<file path="src/common/amo_pkg.sv">
// Constants, types and timing tables for the auto-monitor oversampling block
`default_nettype none

package amo_pkg;

  // ****************************************
  // Clock and bus geometry
  // ****************************************
  localparam int unsigned CLK_NS = 40;
  localparam int unsigned ADDR_W = 10;
  localparam int unsigned CELL_COUNT = 16;
  localparam int unsigned CHAN_COUNT = 24;

  // ****************************************
  // Register indices, byte address is four times the index
  // ****************************************
  localparam logic [7:0] IDX_SCAN_PERIOD = 8'h32;
  localparam logic [7:0] IDX_SCAN_MASK = 8'h33;
  localparam logic [7:0] IDX_AVG_CTRL = 8'h37;
  localparam logic [7:0] IDX_CELL_INTERVAL = 8'h3e;
  localparam logic [7:0] IDX_AUX_INTERVAL = 8'h3f;
  localparam logic [7:0] IDX_STATUS = 8'h40;
  localparam logic [7:0] IDX_RESULT_BASE = 8'h48;
  localparam logic [7:0] IDX_RESULT_LAST = 8'h5f;

  // ****************************************
  // Field positions, write masks and reset values
  // ****************************************
  localparam int unsigned ORDER_BIT = 7;
  localparam int unsigned ANALOG_LSB = 5;
  localparam int unsigned DIGITAL_LSB = 3;
  localparam int unsigned COUNT_LSB = 0;
  localparam int unsigned CELL_IVL_LSB = 4;
  localparam logic [2:0] MAX_COUNT_CODE = 3'h5;
  localparam logic [31:0] SCAN_MASK_WMASK = 32'hffff_ff84;
  localparam logic [7:0] AVG_CTRL_RESET = 8'h00;
  localparam logic [3:0] SCAN_PERIOD_RESET = 4'h0;
  localparam logic [31:0] SCAN_MASK_RESET = 32'h0000_0000;
  localparam logic [7:0] CELL_INTERVAL_RESET = 8'h00;
  localparam logic [31:0] AUX_INTERVAL_RESET = 32'h0000_0000;

  // ****************************************
  // Timing tables
  // ****************************************
  localparam int unsigned INTERVAL_NS [16] = '{4130, 5960, 8020, 10000, 12600, 14900, 17400,
    19900, 24900, 30000, 40100, 60000, 100000, 200000, 500000, 1000000};
  localparam logic [3:0] IVL_200US = 4'hd;
  localparam logic [3:0] IVL_500US = 4'he;
  localparam logic [3:0] IVL_1000US = 4'hf;
  localparam logic [3:0] ANALOG_PERIOD_IVL = 4'h4;
  localparam logic [3:0] DIGITAL_PERIOD_IVL [4] = '{4'h0, 4'h1, 4'h2, 4'h4};
  localparam int unsigned MS_NS = 1000000;
  localparam int unsigned SCAN_PERIOD_MS [16] = '{0, 1, 2, 5, 10, 50, 100, 200, 500, 1000,
    2000, 5000, 10000, 60000, 1800000, 3600000};

  // Least time, rounded up to whole cycles
  function automatic int unsigned ns_to_cycles(input int unsigned ns);
    return (ns + CLK_NS - 1) / CLK_NS;
  endfunction

  // ****************************************
  // Sequencer states
  // ****************************************
  typedef enum logic [3:0] {
    ST_IDLE = 4'b0001,
    ST_SEEK = 4'b0010,
    ST_SETTLE = 4'b0100,
    ST_CONV = 4'b1000
  } amo_state_type;

endpackage

`default_nettype wire

</file>
<file path="src/logic/amo_round.sv">
// Convergent rounding of an accumulated sum down to a 16-bit average
`default_nettype none

module amo_round (
  input wire logic [20:0] sum,
  input wire logic [2:0] shift,
  output logic [15:0] avg
);

  // ****************************************
  // Round half to even
  // ****************************************
  wire [20:0] quot = sum >> shift;
  wire [20:0] rem_mask = 21'((22'h1 << shift) - 22'h1);
  wire [20:0] half = 21'((22'h1 << shift) >> 1);
  wire [20:0] rem = sum & rem_mask;
  wire up = (shift != 3'h0) && ((rem > half) || ((rem == half) && quot[0]));
  wire [20:0] rounded = quot + {20'h0, up};
  // Saturate: a full-scale mean that rounds up must not wrap
  assign avg = (rounded > 21'h00ffff) ? 16'hffff : rounded[15:0];

endmodule

`default_nettype wire

</file>
<file path="src/logic/amo_sequencer.sv">
// Auto-monitor oversampling sequencer with APB registers and period timer
//
// The APB interface to the registers was chosen for this implementation.
`default_nettype none

module amo_sequencer
  import amo_pkg::*;
#(
  parameter int unsigned MS_CYCLES = ns_to_cycles(MS_NS),
  parameter int unsigned IVL_200US_CYCLES = ns_to_cycles(INTERVAL_NS[13]),
  parameter int unsigned IVL_500US_CYCLES = ns_to_cycles(INTERVAL_NS[14]),
  parameter int unsigned IVL_1000US_CYCLES = ns_to_cycles(INTERVAL_NS[15])
) (
  input wire logic pclk,
  input wire logic presetn,
  input wire logic psel,
  input wire logic penable,
  input wire logic pwrite,
  input wire logic [ADDR_W-1:0] paddr,
  input wire logic [31:0] pwdata,
  output logic pready,
  output logic [31:0] prdata,
  output logic pslverr,
  output logic adc_start,
  output logic [4:0] adc_channel,
  input wire logic adc_done,
  input wire logic [15:0] adc_result,
  output logic scan_busy
);

  // ****************************************
  // Registers and state
  // ****************************************
  logic [7:0] avg_ctrl;
  logic [3:0] scan_period;
  logic [31:0] scan_mask;
  logic [7:0] cell_interval;
  logic [31:0] aux_interval;
  logic [15:0] results [CHAN_COUNT];
  logic [20:0] acc [CHAN_COUNT];
  amo_state_type state;
  logic [4:0] ch;
  logic [4:0] from;
  logic grp;
  logic [4:0] samp;
  logic [15:0] wait_cnt;
  logic run_order;
  logic [2:0] run_count;
  logic [4:0] run_last;
  logic [23:0] run_sel;
  logic [15:0] ms_cnt;
  logic [21:0] per_cnt;
  logic start_req;

  // ****************************************
  // APB decode; one wait state so read data comes from a flop
  // ****************************************
  wire apb_access = psel && penable && !pready;
  wire apb_done = psel && penable && pready;
  wire [7:0] idx = paddr[ADDR_W-1:2];
  wire is_result = (idx >= IDX_RESULT_BASE) && (idx <= IDX_RESULT_LAST);
  wire [4:0] ridx = 5'(idx - IDX_RESULT_BASE);
  wire mapped = is_result || (idx == IDX_SCAN_PERIOD) || (idx == IDX_SCAN_MASK) ||
    (idx == IDX_AVG_CTRL) || (idx == IDX_CELL_INTERVAL) || (idx == IDX_AUX_INTERVAL) ||
    (idx == IDX_STATUS);
  wire wr_any = apb_done && pwrite;
  wire wr_ctrl = wr_any && (idx == IDX_AVG_CTRL);
  wire wr_period = wr_any && (idx == IDX_SCAN_PERIOD);
  wire wr_mask = wr_any && (idx == IDX_SCAN_MASK);
  wire wr_cell = wr_any && (idx == IDX_CELL_INTERVAL);
  wire wr_aux = wr_any && (idx == IDX_AUX_INTERVAL);
  wire [31:0] status_word = {20'h0, scan_busy, grp, samp, ch};
  wire [31:0] rdata = (idx == IDX_SCAN_PERIOD) ? {28'h0, scan_period} :
    (idx == IDX_SCAN_MASK) ? scan_mask :
    (idx == IDX_AVG_CTRL) ? {24'h0, avg_ctrl} :
    (idx == IDX_CELL_INTERVAL) ? {24'h0, cell_interval} :
    (idx == IDX_AUX_INTERVAL) ? aux_interval :
    (idx == IDX_STATUS) ? status_word :
    is_result ? {16'h0, results[ridx]} : 32'h0;
  // Reserved count codes are folded onto the largest legal one
  wire [2:0] wr_count = pwdata[2:0];
  wire [2:0] wr_count_ok = (wr_count > MAX_COUNT_CODE) ? MAX_COUNT_CODE : wr_count;

  // APB answer flops
  always_ff @(posedge pclk or negedge presetn) begin
    if (!presetn) begin
      pready <= 1'b0;
      prdata <= 32'h0;
      pslverr <= 1'b0;
    end else begin
      pready <= apb_access;
      prdata <= (apb_access && !pwrite) ? rdata : 32'h0;
      pslverr <= apb_access && !mapped;
    end
  end

  // Software-written configuration
  always_ff @(posedge pclk or negedge presetn) begin
    if (!presetn) begin
      avg_ctrl <= AVG_CTRL_RESET;
      scan_period <= SCAN_PERIOD_RESET;
      scan_mask <= SCAN_MASK_RESET;
      cell_interval <= CELL_INTERVAL_RESET;
      aux_interval <= AUX_INTERVAL_RESET;
    end else begin
      if (wr_ctrl) avg_ctrl <= {pwdata[7:3], wr_count_ok};
      if (wr_period) scan_period <= pwdata[3:0];
      if (wr_mask) scan_mask <= pwdata & SCAN_MASK_WMASK;
      if (wr_cell) cell_interval <= pwdata[7:0];
      if (wr_aux) aux_interval <= pwdata;
    end
  end

  // ****************************************
  // Auto-monitor period timer
  // ****************************************
  wire [21:0] period_ms = 22'(SCAN_PERIOD_MS[scan_period]);
  wire ms_tick = (ms_cnt == 16'(MS_CYCLES - 1));
  wire period_hit = ms_tick && (scan_period != 4'h0) && (per_cnt == period_ms - 22'h1);
  wire take_start = (state == ST_IDLE) && start_req;
  // A new trigger beats the take, so a scan that overruns its period loops again
  wire set_start = (wr_period && (pwdata[3:0] != 4'h0)) || period_hit;
  wire next_start_req = set_start || (start_req && !take_start && !wr_period);

  // Writing the period restarts the count from zero
  always_ff @(posedge pclk or negedge presetn) begin
    if (!presetn) begin
      ms_cnt <= 16'h0;
      per_cnt <= 22'h0;
      start_req <= 1'b0;
    end else begin
      start_req <= next_start_req;
      if (wr_period) begin
        ms_cnt <= 16'h0;
        per_cnt <= 22'h0;
      end else begin
        ms_cnt <= ms_tick ? 16'h0 : ms_cnt + 16'h1;
        if (ms_tick) per_cnt <= period_hit ? 22'h0 : per_cnt + 22'h1;
      end
    end
  end

  // ****************************************
  // Channel search within the current group
  // ****************************************
  wire [23:0] cand;
  genvar gi;
  generate
    for (gi = 0; gi < CHAN_COUNT; gi++) begin : g_cand
      // Cells form group 0, aux channels group 1
      wire in_grp = (gi < CELL_COUNT) ? !grp : grp;
      assign cand[gi] = run_sel[gi] && in_grp && (5'(gi) >= from);
    end
  endgenerate
  wire found = (cand != 24'h0);
  wire grp_any = grp ? (run_sel[23:16] != 8'h0) : (run_sel[15:0] != 16'h0);
  logic [4:0] found_idx;

  // Lowest selected channel at or above the search start
  always_comb begin
    found_idx = 5'h0;
    for (int i = CHAN_COUNT - 1; i >= 0; i--) begin
      if (cand[i]) found_idx = 5'(i);
    end
  end

  // ****************************************
  // Settling and averaging period selection
  // ****************************************
  function automatic logic [15:0] code_cycles(input logic [3:0] code);
    logic [15:0] c;
    c = 16'(ns_to_cycles(INTERVAL_NS[code]));
    if (code == IVL_200US) c = 16'(IVL_200US_CYCLES);
    if (code == IVL_500US) c = 16'(IVL_500US_CYCLES);
    if (code == IVL_1000US) c = 16'(IVL_1000US_CYCLES);
    return c;
  endfunction

  wire [4:0] wch = (state == ST_SEEK) ? found_idx : ch;
  wire wch_cell = (wch < 5'(CELL_COUNT));
  wire [3:0] aux_code = aux_interval[{wch[2:0], 2'b00} +: 4];
  wire [3:0] first_code = wch_cell ? cell_interval[CELL_IVL_LSB +: 4] : aux_code;
  // Only code 3 is legal for the analog period, so all codes run at 12.6 us
  wire [3:0] analog_code = ANALOG_PERIOD_IVL;
  wire [3:0] digital_code = DIGITAL_PERIOD_IVL[avg_ctrl[DIGITAL_LSB +: 2]];
  wire [3:0] period_code = wch_cell ? analog_code : digital_code;
  // The order bit only changes how cell and aux samples are spaced and ordered
  wire use_first = run_order || (state == ST_SEEK);
  wire [15:0] first_load = code_cycles(first_code);
  wire [15:0] per_load = code_cycles(period_code);
  wire [15:0] wait_load = use_first ? first_load : per_load;
  wire conv_end = (state == ST_CONV) && adc_done;
  wire samp_more = (samp != run_last);
  // Count code 0..5 selects 1..32 samples
  wire [4:0] last_code = 5'((6'h1 << avg_ctrl[COUNT_LSB +: 3]) - 6'h1);

  // ****************************************
  // Sequencer
  // ****************************************
  always_ff @(posedge pclk or negedge presetn) begin
    if (!presetn) begin
      state <= ST_IDLE;
      ch <= 5'h0;
      from <= 5'h0;
      grp <= 1'b0;
      samp <= 5'h0;
      wait_cnt <= 16'h0;
      run_order <= 1'b0;
      run_count <= 3'h0;
      run_last <= 5'h0;
      run_sel <= 24'h0;
      adc_start <= 1'b0;
      adc_channel <= 5'h0;
      scan_busy <= 1'b0;
    end else begin
      adc_start <= 1'b0;
      unique case (state)
        ST_IDLE: begin
          // Order, count and mask are frozen per scan; the intervals and the digital period are read live
          if (take_start) begin
            run_order <= avg_ctrl[ORDER_BIT];
            run_count <= avg_ctrl[COUNT_LSB +: 3];
            run_last <= last_code;
            run_sel <= {scan_mask[15:8], scan_mask[31:16]};
            grp <= 1'b0;
            from <= 5'h0;
            samp <= 5'h0;
            scan_busy <= 1'b1;
            state <= ST_SEEK;
          end
        end
        ST_SEEK: begin
          if (found) begin
            ch <= found_idx;
            wait_cnt <= wait_load;
            state <= ST_SETTLE;
          end else if (run_order && grp_any && samp_more) begin
            samp <= samp + 5'h1;
            from <= grp ? 5'(CELL_COUNT) : 5'h0;
          end else if (!grp) begin
            grp <= 1'b1;
            from <= 5'(CELL_COUNT);
            samp <= 5'h0;
          end else begin
            scan_busy <= 1'b0;
            state <= ST_IDLE;
          end
        end
        ST_SETTLE: begin
          if (wait_cnt == 16'h1) begin
            adc_start <= 1'b1;
            adc_channel <= ch;
            state <= ST_CONV;
          end else begin
            wait_cnt <= wait_cnt - 16'h1;
          end
        end
        ST_CONV: begin
          if (adc_done) begin
            if (!run_order && samp_more) begin
              samp <= samp + 5'h1;
              wait_cnt <= wait_load;
              state <= ST_SETTLE;
            end else begin
              if (!run_order) samp <= 5'h0;
              from <= ch + 5'h1;
              state <= ST_SEEK;
            end
          end
        end
      endcase
    end
  end

  // ****************************************
  // Accumulation and result store
  // ****************************************
  wire [20:0] new_sum = ((samp == 5'h0) ? 21'h0 : acc[ch]) + {5'h0, adc_result};
  wire store_now = conv_end && !samp_more;
  logic [15:0] avg_value;

  amo_round u_round (
    .sum(new_sum),
    .shift(run_count),
    .avg(avg_value)
  );

  // Running sums need no reset: the first sample always loads
  always_ff @(posedge pclk) begin
    if (conv_end) acc[ch] <= new_sum;
  end

  // Stored averages
  always_ff @(posedge pclk or negedge presetn) begin
    if (!presetn) begin
      for (int i = 0; i < CHAN_COUNT; i++) results[i] <= 16'h0;
    end else if (store_now) begin
      results[ch] <= avg_value;
    end
  end

  wire [21:0] scaled = 22'({avg_value, 5'h0} >> (3'h5 - run_count));
  wire [21:0] half_lsb = 22'((22'h1 << run_count) >> 1);
endmodule

`default_nettype wire

</file>
<file path="config.mk">
export PLATFORM = sky130hd
export DESIGN_NAME = amo_sequencer
export DESIGN_NICKNAME = d
export VERILOG_FILES = /design/src/common/amo_pkg.sv /design/src/logic/amo_round.sv /design/src/logic/amo_sequencer.sv
export SDC_FILE = /design/constraint.sdc
export NUM_CORES = 2
export LEC_CHECK = 0
export BUFFER_PORTS_ARGS = -buffer_cell sky130_fd_sc_hd__buf_2
export CAP_MARGIN = 15
export CORE_ASPECT_RATIO = 0.8
export CORE_UTILIZATION = 39
export DETAILED_ROUTE_END_ITERATION = 8
export REMOVE_ABC_BUFFERS = 1
export SLEW_MARGIN = 20
export SYNTH_ARGS = -nofsm -noshare
export SYNTH_HDL_FRONTEND = slang
export SYNTH_SLANG_ARGS = --single-unit
</file>
<file path="constraint.sdc">
create_clock -name pclk -period 15.8 [get_ports pclk]
set_input_delay 1.58 -clock pclk [delete_from_list [all_inputs] [get_ports pclk]]
set_output_delay 1.58 -clock pclk [all_outputs]
set_load 0.01 [all_outputs]
</file>
# ---- After elaboration in Yosys (flattened, before gate mapping)
# Memory sizes are Yosys's and may differ from the RTL's.
# Index checks and enable logic that the tools add are counted.
dict set report op_classes {
  n_eq_ne 35
  muxes 107
  n_addsub 15
  reduce_logical 112
  div_mod_pow 2
  bitwise 7
  n_shift 4
  magnitude_cmp 37
}
# cell count
set op_table {}
lappend op_table {{bitwise mux 384 bit} 1}
lappend op_table {{two-way mux 32 bit} 10}
lappend op_table {{two-way mux 16 bit} 19}
lappend op_table {{two-way mux 5 bit} 38}
lappend op_table {{two-way mux 22 bit} 5}
lappend op_table {{binary-select mux 16 bit (select 5 bit)} 1}
lappend op_table {{demux 16 bit (select 5 bit)} 1}
lappend op_table {{logical AND 1 bit} 74}
lappend op_table {{adder 32 x 6 -> 32 bit, second input constant} 2}
lappend op_table {{divider 32 x 6 -> 32 bit, second input constant} 2}
lappend op_table {{subtractor 32 x 1 -> 32 bit, second input constant} 2}
lappend op_table {{case mux 16 bit (3 select lines)} 1}
lappend op_table {{== test 8 x 6 -> 1 bit, second input constant} 5}
lappend op_table {{greater-or-equal comparator 4 x 5 -> 1 bit, first input constant} 8}
lappend op_table {{greater-or-equal comparator 5 bit, first input constant} 8}
lappend op_table {{two-way mux 4 bit} 10}
lappend op_table {{variable part select 32 x 6 -> 4 bit} 1}
lappend op_table {{case mux 5 bit (3 select lines)} 2}
lappend op_table {{== test 4 bit, second input constant} 7}
lappend op_table {{nonzero test 24 bit} 1}
lappend op_table {{adder 22 x 1 -> 22 bit, second input constant} 1}
lappend op_table {{== test 22 bit} 1}
lappend op_table {{<< shifter 1 x 3 -> 22 bit, first input constant} 1}
lappend op_table {{subtractor 22 x 1 -> 22 bit, second input constant} 1}
lappend op_table {{57 further kinds} 117}
dict set report word_totals {
  wordCells 371
  register_bits 611
  n_memories 4
  output_inout_bits 41
  rom_bits 1536
  mem_bits_rw 504
}
# memory depth width read_ports rd_clocked_by_memory_dff wr line
set mem_list {}
lappend mem_list {{(no name shown)} 16 32 1 0 0 amo_sequencer.sv:172} ;# c = 16'(ns_to_cycles(INTERVAL_NS[code]));
lappend mem_list {{(no name shown)} 16 32 1 0 0 amo_sequencer.sv:172}
lappend mem_list {{(no name shown)} 16 32 1 0 0 amo_sequencer.sv:117} ;# wire [21:0] period_ms = 22'(SCAN_PERIOD_MS[scan_period]);
lappend mem_list {acc 24 21 1 0 1 amo_sequencer.sv:40} ;# logic [20:0] acc [CHAN_COUNT];

# ---- Longest topological paths before layout
dict set report depth {
  word_depth 43
  mapped_depth 48
}

# ---- Modules after synthesis
# From an unflattened synthesis, not the netlist that was laid out.
dict set report hier_totals {
  hier_cells 4458
  area_unflattened_um2 57443.8
}
# mod area_per_inst_um2 seq_area_each_um2 cells_each instances
set modules_own_cells {}
lappend modules_own_cells {amo_sequencer 55333.1 30425.4 4178 1}
lappend modules_own_cells {amo_round 2110.8 0.0 280 1}

# ---- Worst setup path before layout
# No wires, ideal clock.
dict set report synth_timing {
  path_type {reg-to-reg}
  startpoint {register ch[0]}
  endpoint {register results[11] (netlist name)}
  stages_incl_launch_ff 46
  arrival_ps 11200
  path_slack_ps 4464
  cell_sequence {dfrtp_1 > clkbuf_1 > buf_1 > clkbuf_1 > buf_1 > clkbuf_1 > buf_1 > mux4_2 > a22oi_1 > a31oi_1 > ha_1 > fa_1 > a21oi_1 > nor2_1 > nor2_1 > o21bai_1 > a21oi_1 > o21bai_1 > (+10 left out) > xor2_1 > nor2_1 > a21oi_1 > a211oi_1 > a21oi_1 > ha_1 > nand4_1 > or3_1 > or3_1 > or3_1 > or3_1 > nor3_1 > a21oi_1 > a31oi_1 > clkbuf_1 > a21boi_1 > clkbuf_1 > a21oi_1}
}
dict set report synth_between {
  elab_chain_len 12
  elab_cells_between_ends 20
  cone_classes {add/sub (2); order compare (4); eq/ne (1); shift (1); mux (5); bitwise (2); reduce/logical (4); memory (1)}
}
# item line
set synth_rtl {}
lappend synth_rtl {{start: declaration} amo_sequencer.sv:42} ;# logic [4:0] ch;
lappend synth_rtl {{start signal: assignment} amo_sequencer.sv:234} ;# ch <= found_idx;
lappend synth_rtl {{memory read (24 x 21 bit) *} n/a}
lappend synth_rtl {{two-way mux 21 bit *} amo_sequencer.sv:278} ;# wire [20:0] new_sum = ((samp == 5'h0) ? 21'h0 : acc[ch]) + {5'h0, adc_result};
lappend synth_rtl {{adder 21 x 16 -> 21 bit *} amo_sequencer.sv:278}
lappend synth_rtl {{named net new_sum[18]} amo_sequencer.sv:278}
lappend synth_rtl {{branches (longest 5 deep; another with greater-than comparator 21 bit)} n/a}
lappend synth_rtl {{adder 21 x 1 -> 21 bit *} amo_round.sv:18} ;# wire [20:0] rounded = quot + {20'h0, up};
lappend synth_rtl {{greater-than comparator 21 x 16 -> 1 bit} amo_round.sv:20} ;# assign avg = (rounded > 21'h00ffff) ? 16'hffff : rounded[15:0];
lappend synth_rtl {{two-way mux 16 bit *} amo_round.sv:20}
lappend synth_rtl {{bitwise mux 384 bit *} amo_sequencer.sv:298} ;# results[ch] <= avg_value;
lappend synth_rtl {{end signal: indexed assignment} amo_sequencer.sv:298}
lappend synth_rtl {{end: declaration} amo_sequencer.sv:39} ;# logic [15:0] results [CHAN_COUNT];
# Mark *: on every way through the listed nets, which the timed path passes.
# A chain may end at the register's enable or synchronous reset.

# ---- Final worst setup path
dict set report layout_timing {
  startpoint {register state[3]}
  endpoint {register wait_cnt[0]}
}
dict set report layout_between {
  elab_chain_len 18
  elab_cells_between_ends 46
  cone_classes {add/sub (4); div (2); order compare (1); eq/ne (13); shift (1); mux (18); bitwise (2); reduce/logical (3); memory (2)}
}
# item line
set layout_rtl {}
lappend layout_rtl {{start: declaration} amo_sequencer.sv:41} ;# amo_state_type state;
lappend layout_rtl {{start signal: assignment} amo_sequencer.sv:202} ;# state <= ST_IDLE;
lappend layout_rtl {{start signal: assignment} amo_sequencer.sv:229} ;# state <= ST_SEEK;
lappend layout_rtl {{start signal: assignment} amo_sequencer.sv:236} ;# state <= ST_SETTLE;
lappend layout_rtl {{== test 4 x 2 -> 1 bit} {amo_sequencer.sv:179, amo_sequencer.sv:188, amo_sequencer.sv:217}}
lappend layout_rtl {{two-way mux 5 bit} amo_sequencer.sv:179} ;# wire [4:0] wch = (state == ST_SEEK) ? found_idx : ch;
lappend layout_rtl {{variable part select 32 x 6 -> 4 bit or less-than comparator 5 bit (tied branches)} {amo_sequencer.sv:181, amo_sequencer.sv:180}}
lappend layout_rtl {{two-way mux 4 bit (on tied branches)} {amo_sequencer.sv:182, amo_sequencer.sv:186}}
lappend layout_rtl {{NOT 4 -> 5 bit (not written as such)} amo_sequencer.sv:172}
lappend layout_rtl {{memory read (16 x 32 bit)} n/a}
lappend layout_rtl {{two-way mux 32 bit (not written as such) (2 in a row)} amo_sequencer.sv:172}
lappend layout_rtl {{adder 32 x 6 -> 32 bit} amo_pkg.sv:58} ;# return (ns + CLK_NS - 1) / CLK_NS;
lappend layout_rtl {{subtractor 32 x 1 -> 32 bit} amo_pkg.sv:58}
lappend layout_rtl {{divider 32 x 6 -> 32 bit} amo_pkg.sv:58}
lappend layout_rtl {{two-way mux 16 bit} amo_sequencer.sv:173} ;# if (code == IVL_200US) c = 16'(IVL_200US_CYCLES);
lappend layout_rtl {{two-way mux 16 bit} amo_sequencer.sv:174} ;# if (code == IVL_500US) c = 16'(IVL_500US_CYCLES);
lappend layout_rtl {{two-way mux 16 bit} amo_sequencer.sv:175} ;# if (code == IVL_1000US) c = 16'(IVL_1000US_CYCLES);
lappend layout_rtl {{two-way mux 16 bit} amo_sequencer.sv:191} ;# wire [15:0] wait_load = use_first ? first_load : per_load;
lappend layout_rtl {{two-way mux 16 bit} amo_sequencer.sv:260} ;# if (!run_order && samp_more) begin
lappend layout_rtl {{two-way mux 16 bit} amo_sequencer.sv:259} ;# if (adc_done) begin
lappend layout_rtl {{case mux 16 bit (3 select lines)} amo_sequencer.sv:217} ;# unique case (state)
lappend layout_rtl {{end signal: assignment} amo_sequencer.sv:235} ;# wait_cnt <= wait_load;
lappend layout_rtl {{end signal: assignment} amo_sequencer.sv:255} ;# wait_cnt <= wait_cnt - 16'h1;
lappend layout_rtl {{end signal: assignment} amo_sequencer.sv:262} ;# wait_cnt <= wait_load;
lappend layout_rtl {{end: declaration} amo_sequencer.sv:46} ;# logic [15:0] wait_cnt;
# Parallel ways exist; a longest one is shown, timed or not. The select of a mux whose other input is x is not followed.

==> metrics.txt <==
# TYPE chip_impl_metric gauge
chip_impl_metric{name="die_height",unit="um"} 339.0
chip_impl_metric{name="final_period_minus_worst_setup_slack",unit="ns"} 12.64
chip_impl_metric{name="core_area",unit="mm^2"} 0.1407
chip_impl_metric{name="post_cts_resize_count",unit=""} 0
chip_impl_metric{name="cts_buffers",unit=""} 110
chip_impl_info{name="end_kind",value="flip-flop"} 1
chip_impl_metric{name="row_count",unit=""} 123
chip_impl_metric{name="worst_pin_slew",unit="ns"} 1.132
chip_impl_info{name="cp_slowest_cell",value="sky130_fd_sc_hd__or4b_1"} 1
chip_impl_metric{name="finalCoreUtilization",unit="%"} 44.08
chip_impl_metric{name="synth_warnings",unit=""} 0
chip_impl_metric{name="routed_via_density",unit=""} 5.787
chip_impl_metric{name="die-width",unit="um"} 423.2
chip_impl_info{name="start_kind",value="flip-flop"} 1
chip_impl_info{name="grt_setup_unrepaired",value="false"} 1
chip_impl_metric{name="placed_cell_area",unit="mm^2"} 0.05814
chip_impl_metric{name="vdd.ir_drop.worst",unit="uV"} 381.4
chip_impl_info{name="synth-main-ff-cell",value="sky130_fd_sc_hd__dfrtp_1"} 1
chip_impl_metric{name="floorplan.die_area",unit="mm^2"} 0.1435
chip_impl_info{name="path_common_cell",value="sky130_fd_sc_hd__a211oi_1"} 1
chip_impl_metric{name="final_design_area_no_fill",unit="mm^2"} 0.06201
chip_impl_metric{name="finalCritPeriodShare",unit="%"} 79.99
chip_impl_metric{name="post-route-drc-count",unit=""} 0
chip_impl_metric{name="number_of_synthesized_flops_with_an_enable_pin",unit=""} 504
chip_impl_metric{name="worst_slack",unit="ns"} 3.162
chip_impl_metric{name="clock_tree.htree_level_count",unit=""} 3
chip_impl_metric{name="starting_utilization_of_the_core_area",unit="%"} 39.36
chip_impl_metric{name="drt-pass1-iter-count",unit=""} 6
chip_impl_metric{name="io-pin-count",unit=""} 105
chip_impl_metric{name="holdWs",unit="ns"} 0.4578
chip_impl_metric{name="ys_seq_elements",unit=""} 1115
chip_impl_metric{name="finalWirelength",unit="um"} 152600
chip_impl_metric{name="num-fill-cells",unit=""} 12930
chip_impl_metric{name="yosysSeqAreaShare",unit="%"} 54.96
chip_impl_metric{name="layout_area_overhead",unit="%"} 12.01
chip_impl_metric{name="post_cts_buffers",unit=""} 0
chip_impl_metric{name="number_of_global_route_vias_before_repair",unit=""} 37570
chip_impl_metric{name="finalClockSkew",unit="ns"} 0.04883
chip_impl_metric{name="grt_antenna_before_repair",unit=""} 8
chip_impl_metric{name="timing_hold_violations_final",unit=""} 0
chip_impl_metric{name="post_synth.cell_area_avg",unit="um^2"} 11.59
chip_impl_info{name="category_of_the_most_critical_setup_path",value="flip-flop to flip-flop"} 1
chip_impl_info{name="min_path_type",value="flip-flop to flip-flop"} 1
chip_impl_info{name="outcome",value="finished, final reports clean"} 1
chip_impl_metric{name="holdBufCountCts",unit=""} 0
chip_impl_metric{name="final_net_count",unit=""} 4915
chip_impl_metric{name="wl_per_cell",unit="um"} 22.56
chip_impl_metric{name="port_buffers",unit=""} 102
chip_impl_metric{name="timing_max_transition_violations_final",unit=""} 0
chip_impl_metric{name="grt_pass1_wl",unit="um"} 233400
chip_impl_metric{name="synth-async-reset-ratio",unit="%"} 54.80
chip_impl_metric{name="max_clock_freq",unit="GHz"} 0.07913
chip_impl_metric{name="drive_above_1_share",unit="%"} 18.91
chip_impl_metric{name="syn_inst_count",unit=""} 4776
chip_impl_metric{name="syn-cell-area",unit="mm^2"} 0.05536
chip_impl_metric{name="worst_slew_margin_rel",unit="%"} 24.54
chip_impl_metric{name="maximum_number_of_pins_on_one_net_before_global_route_repair",unit=""} 163
chip_impl_metric{name="p_leak",unit="uW"} 0.02429
chip_impl_metric{name="vias",unit=""} 39120
chip_impl_metric{name="detail_route.iter0.violations",unit=""} 3830
chip_impl_metric{name="worst-endpoint-arrival",unit="ns"} 13.30
chip_impl_metric{name="clkSinkCount",unit=""} 1115
chip_impl_metric{name="number_of_maximum_capacitance_constraint_violations",unit=""} 0
chip_impl_metric{name="preCtsSetupSlack",unit="ns"} 3.427
chip_impl_metric{name="multiInputGateArea",unit="mm^2"} 0.02361
chip_impl_metric{name="clkLatencyLatePin",unit="ns"} 0.75
chip_impl_metric{name="clk_pin_slew_worst_paths",unit="ns"} 0.06
chip_impl_metric{name="setup-violations-final",unit=""} 0
chip_impl_metric{name="timing.critical_path.fanout_max",unit=""} 17
chip_impl_info{name="tritoncts_clock_tree",value="done"} 1
chip_impl_metric{name="grt_remaining_overflow",unit=""} 0
chip_impl_metric{name="synth_cell_types",unit=""} 121
chip_impl_metric{name="cp_data_required_time",unit="ns"} 16.46
chip_impl_info{name="root_cell_of_the_clock_tree",value="sky130_fd_sc_hd__clkbuf_16"} 1
chip_impl_metric{name="cts_buffer_depth",unit=""} 3
chip_impl_metric{name="seqCellArea",unit="mm^2"} 0.03044
chip_impl_metric{name="hpwl",unit="um"} 96640
chip_impl_metric{name="antenna_violating_nets_post_route",unit=""} 0
chip_impl_metric{name="power.density",unit="mW/mm^2"} 160.3
chip_impl_metric{name="critical-path-max-stage-delay",unit="ns"} 0.84
chip_impl_metric{name="totalNegativeSetupSlack",unit="ns"} 0
chip_impl_metric{name="aggregate_global_route_resource_usage",unit="%"} 21.07
chip_impl_metric{name="routabilityCongestion",unit=""} 0.9013
[critical path, delay by kind of cell (launching register included)]
kind | cells | cell delay [ns]
DFF | 1 | 0.47
adders and majority gates | 2 | 0.78
AOI/OAI and AO/OA | 21 | 6.56
and+or+nand+nor | 11 | 3.56
xor gates and xnor gates | 4 | 1.19
[layout make-up]
type | instances | area share [%]
antenna | 6 | 0.02421
clock buffer | 143 | 4.911
clock inverter | 64 | 1.275
inverter | 75 | 0.4540
multi-input combinational | 3256 | 38.08
sequential | 1115 | 49.08
tap | 1875 | 3.783
timing repair buffer | 227 | 2.387
[path summary, 6_finish.rpt]
check                      startpoint            to  slack [ns]  depth (start not counted)
max in group asynchronous     presetn  results[366]       12.52                          3
max                          state[3]   wait_cnt[0]        3.16                         38
min in group asynchronous     presetn   results[86]        0.86                          1
min reg2reg                 ms_cnt[0]     ms_cnt[0]        0.46                          1
min                         ms_cnt[0]     ms_cnt[0]        0.46                          1
max reg2reg                  state[3]   wait_cnt[0]        3.16                         38
[kinds of logic after synthesis]
group	Yosys count	synth area share, %
and+or+nand+nor	1442	11.74
xor gates and xnor gates	125	2.016
buffers and inverters	405	2.895
AOI/OAI and AO/OA	1219	13.96
muxes	401	12.87
DFF	1115	54.96
adders and majority gates	69	1.560
[per-stage QoR]
stage                     total power, uW  cells
after floorplan                      6163   4446
after global placement               7085   6548
after detailed placement             7103   6548
after CTS                            9915   6755
after global routing                10510   6760
final                                9941   6761
[report_power, final]
part           internal [uW]  switching [uW]  leakage, uW
Combinational           1480            2610      0.00941
Sequential              3040            23.0       0.0130
Clock                   1610            1170      0.00189
Total                   6130            3810       0.0243
[flip-flops by register name, summed over array words and instances, names as in the netlist, 8 cells and up]
name and cells:
aux_interval 32, scan_mask 26, results 384, ms_cnt 16
wait_cnt 16, run_sel 24, avg_ctrl 8, per_cnt 22
acc 504, prdata 32, cell_interval 8
[synthesized netlist by cell type (all sizes together) (37+ instances only)]
| library cell | count | area [um^2] |
|---|---|---|
| nor2 | 662 | 2497 |
| dfrtp | 610 | 15260 |
| a21oi | 552 | 2774 |
| edfxtp | 504 | 15130 |
| nand2 | 340 | 1284 |
| clkbuf | 263 | 987.2 |
| mux4 | 237 | 5338 |
| o21ai | 197 | 1016 |
| mux2 | 115 | 1295 |
| xnor2 | 87 | 769.5 |
| nand3 | 84 | 420.4 |
| a22oi | 75 | 568.0 |
| inv | 74 | 277.8 |
| nor3 | 68 | 340.3 |
| buf | 67 | 334.1 |
| ha | 65 | 813.3 |
| mux2i | 49 | 490.5 |
| nand2b | 48 | 300.3 |
| a31oi | 47 | 300.3 |
| and3 | 45 | 286.5 |
| xor2 | 37 | 324.1 |
[per-layer routing]
metal / vias up / track usage [%] / wire length (um)
li1: 17820 / - / -
met1: 19810 / 31.01 / 69710
met2: 1287 / 31.67 / 68210
met3: 204 / 3.845 / 10280
met4: 0 / 6.122 / 4353
met5: - / 0 / 0
[cell usage in the layout (no fill, tap or decap), types with 20 or more instances in the layout]
| master | Yosys | final |
|---|---|---|
| sky130_fd_sc_hd__mux4_2 | 237 | 237 |
| sky130_fd_sc_hd__xnor2_1 | 86 | 77 |
| sky130_fd_sc_hd__buf_4 | 8 | 125 |
| sky130_fd_sc_hd__dfrtp_1 | 610 | 606 |
| sky130_fd_sc_hd__ha_1 | 65 | 65 |
| sky130_fd_sc_hd__nor3_1 | 68 | 65 |
| sky130_fd_sc_hd__nor2_1 | 659 | 609 |
| sky130_fd_sc_hd__a22o_1 | 22 | 22 |
| sky130_fd_sc_hd__nand4_1 | 20 | 20 |
| sky130_fd_sc_hd__nor4_1 | 23 | 23 |
| sky130_fd_sc_hd__o21ai_0 | 177 | 177 |
| sky130_fd_sc_hd__nand2b_1 | 48 | 48 |
| sky130_fd_sc_hd__mux2_2 | 115 | 115 |
| sky130_fd_sc_hd__inv_1 | 71 | 71 |
| sky130_fd_sc_hd__edfxtp_1 | 504 | 504 |
| sky130_fd_sc_hd__nand3_1 | 84 | 84 |
| sky130_fd_sc_hd__a21oi_1 | 549 | 549 |
| sky130_fd_sc_hd__and2_1 | 30 | 30 |
| sky130_fd_sc_hd__buf_2 | 18 | 99 |
| sky130_fd_sc_hd__a31oi_1 | 46 | 46 |
| sky130_fd_sc_hd__mux2i_1 | 49 | 49 |
| sky130_fd_sc_hd__clkbuf_16 | 0 | 111 |
| sky130_fd_sc_hd__o211ai_1 | 28 | 28 |
| sky130_fd_sc_hd__xor2_1 | 37 | 37 |
| sky130_fd_sc_hd__nand2_1 | 337 | 337 |
| sky130_fd_sc_hd__nor2_2 | 2 | 52 |
| sky130_fd_sc_hd__and3_1 | 44 | 44 |
| sky130_fd_sc_hd__clkinv_2 | 0 | 24 |
| sky130_fd_sc_hd__a22oi_1 | 74 | 74 |
(Power assumes the default switching activity.)
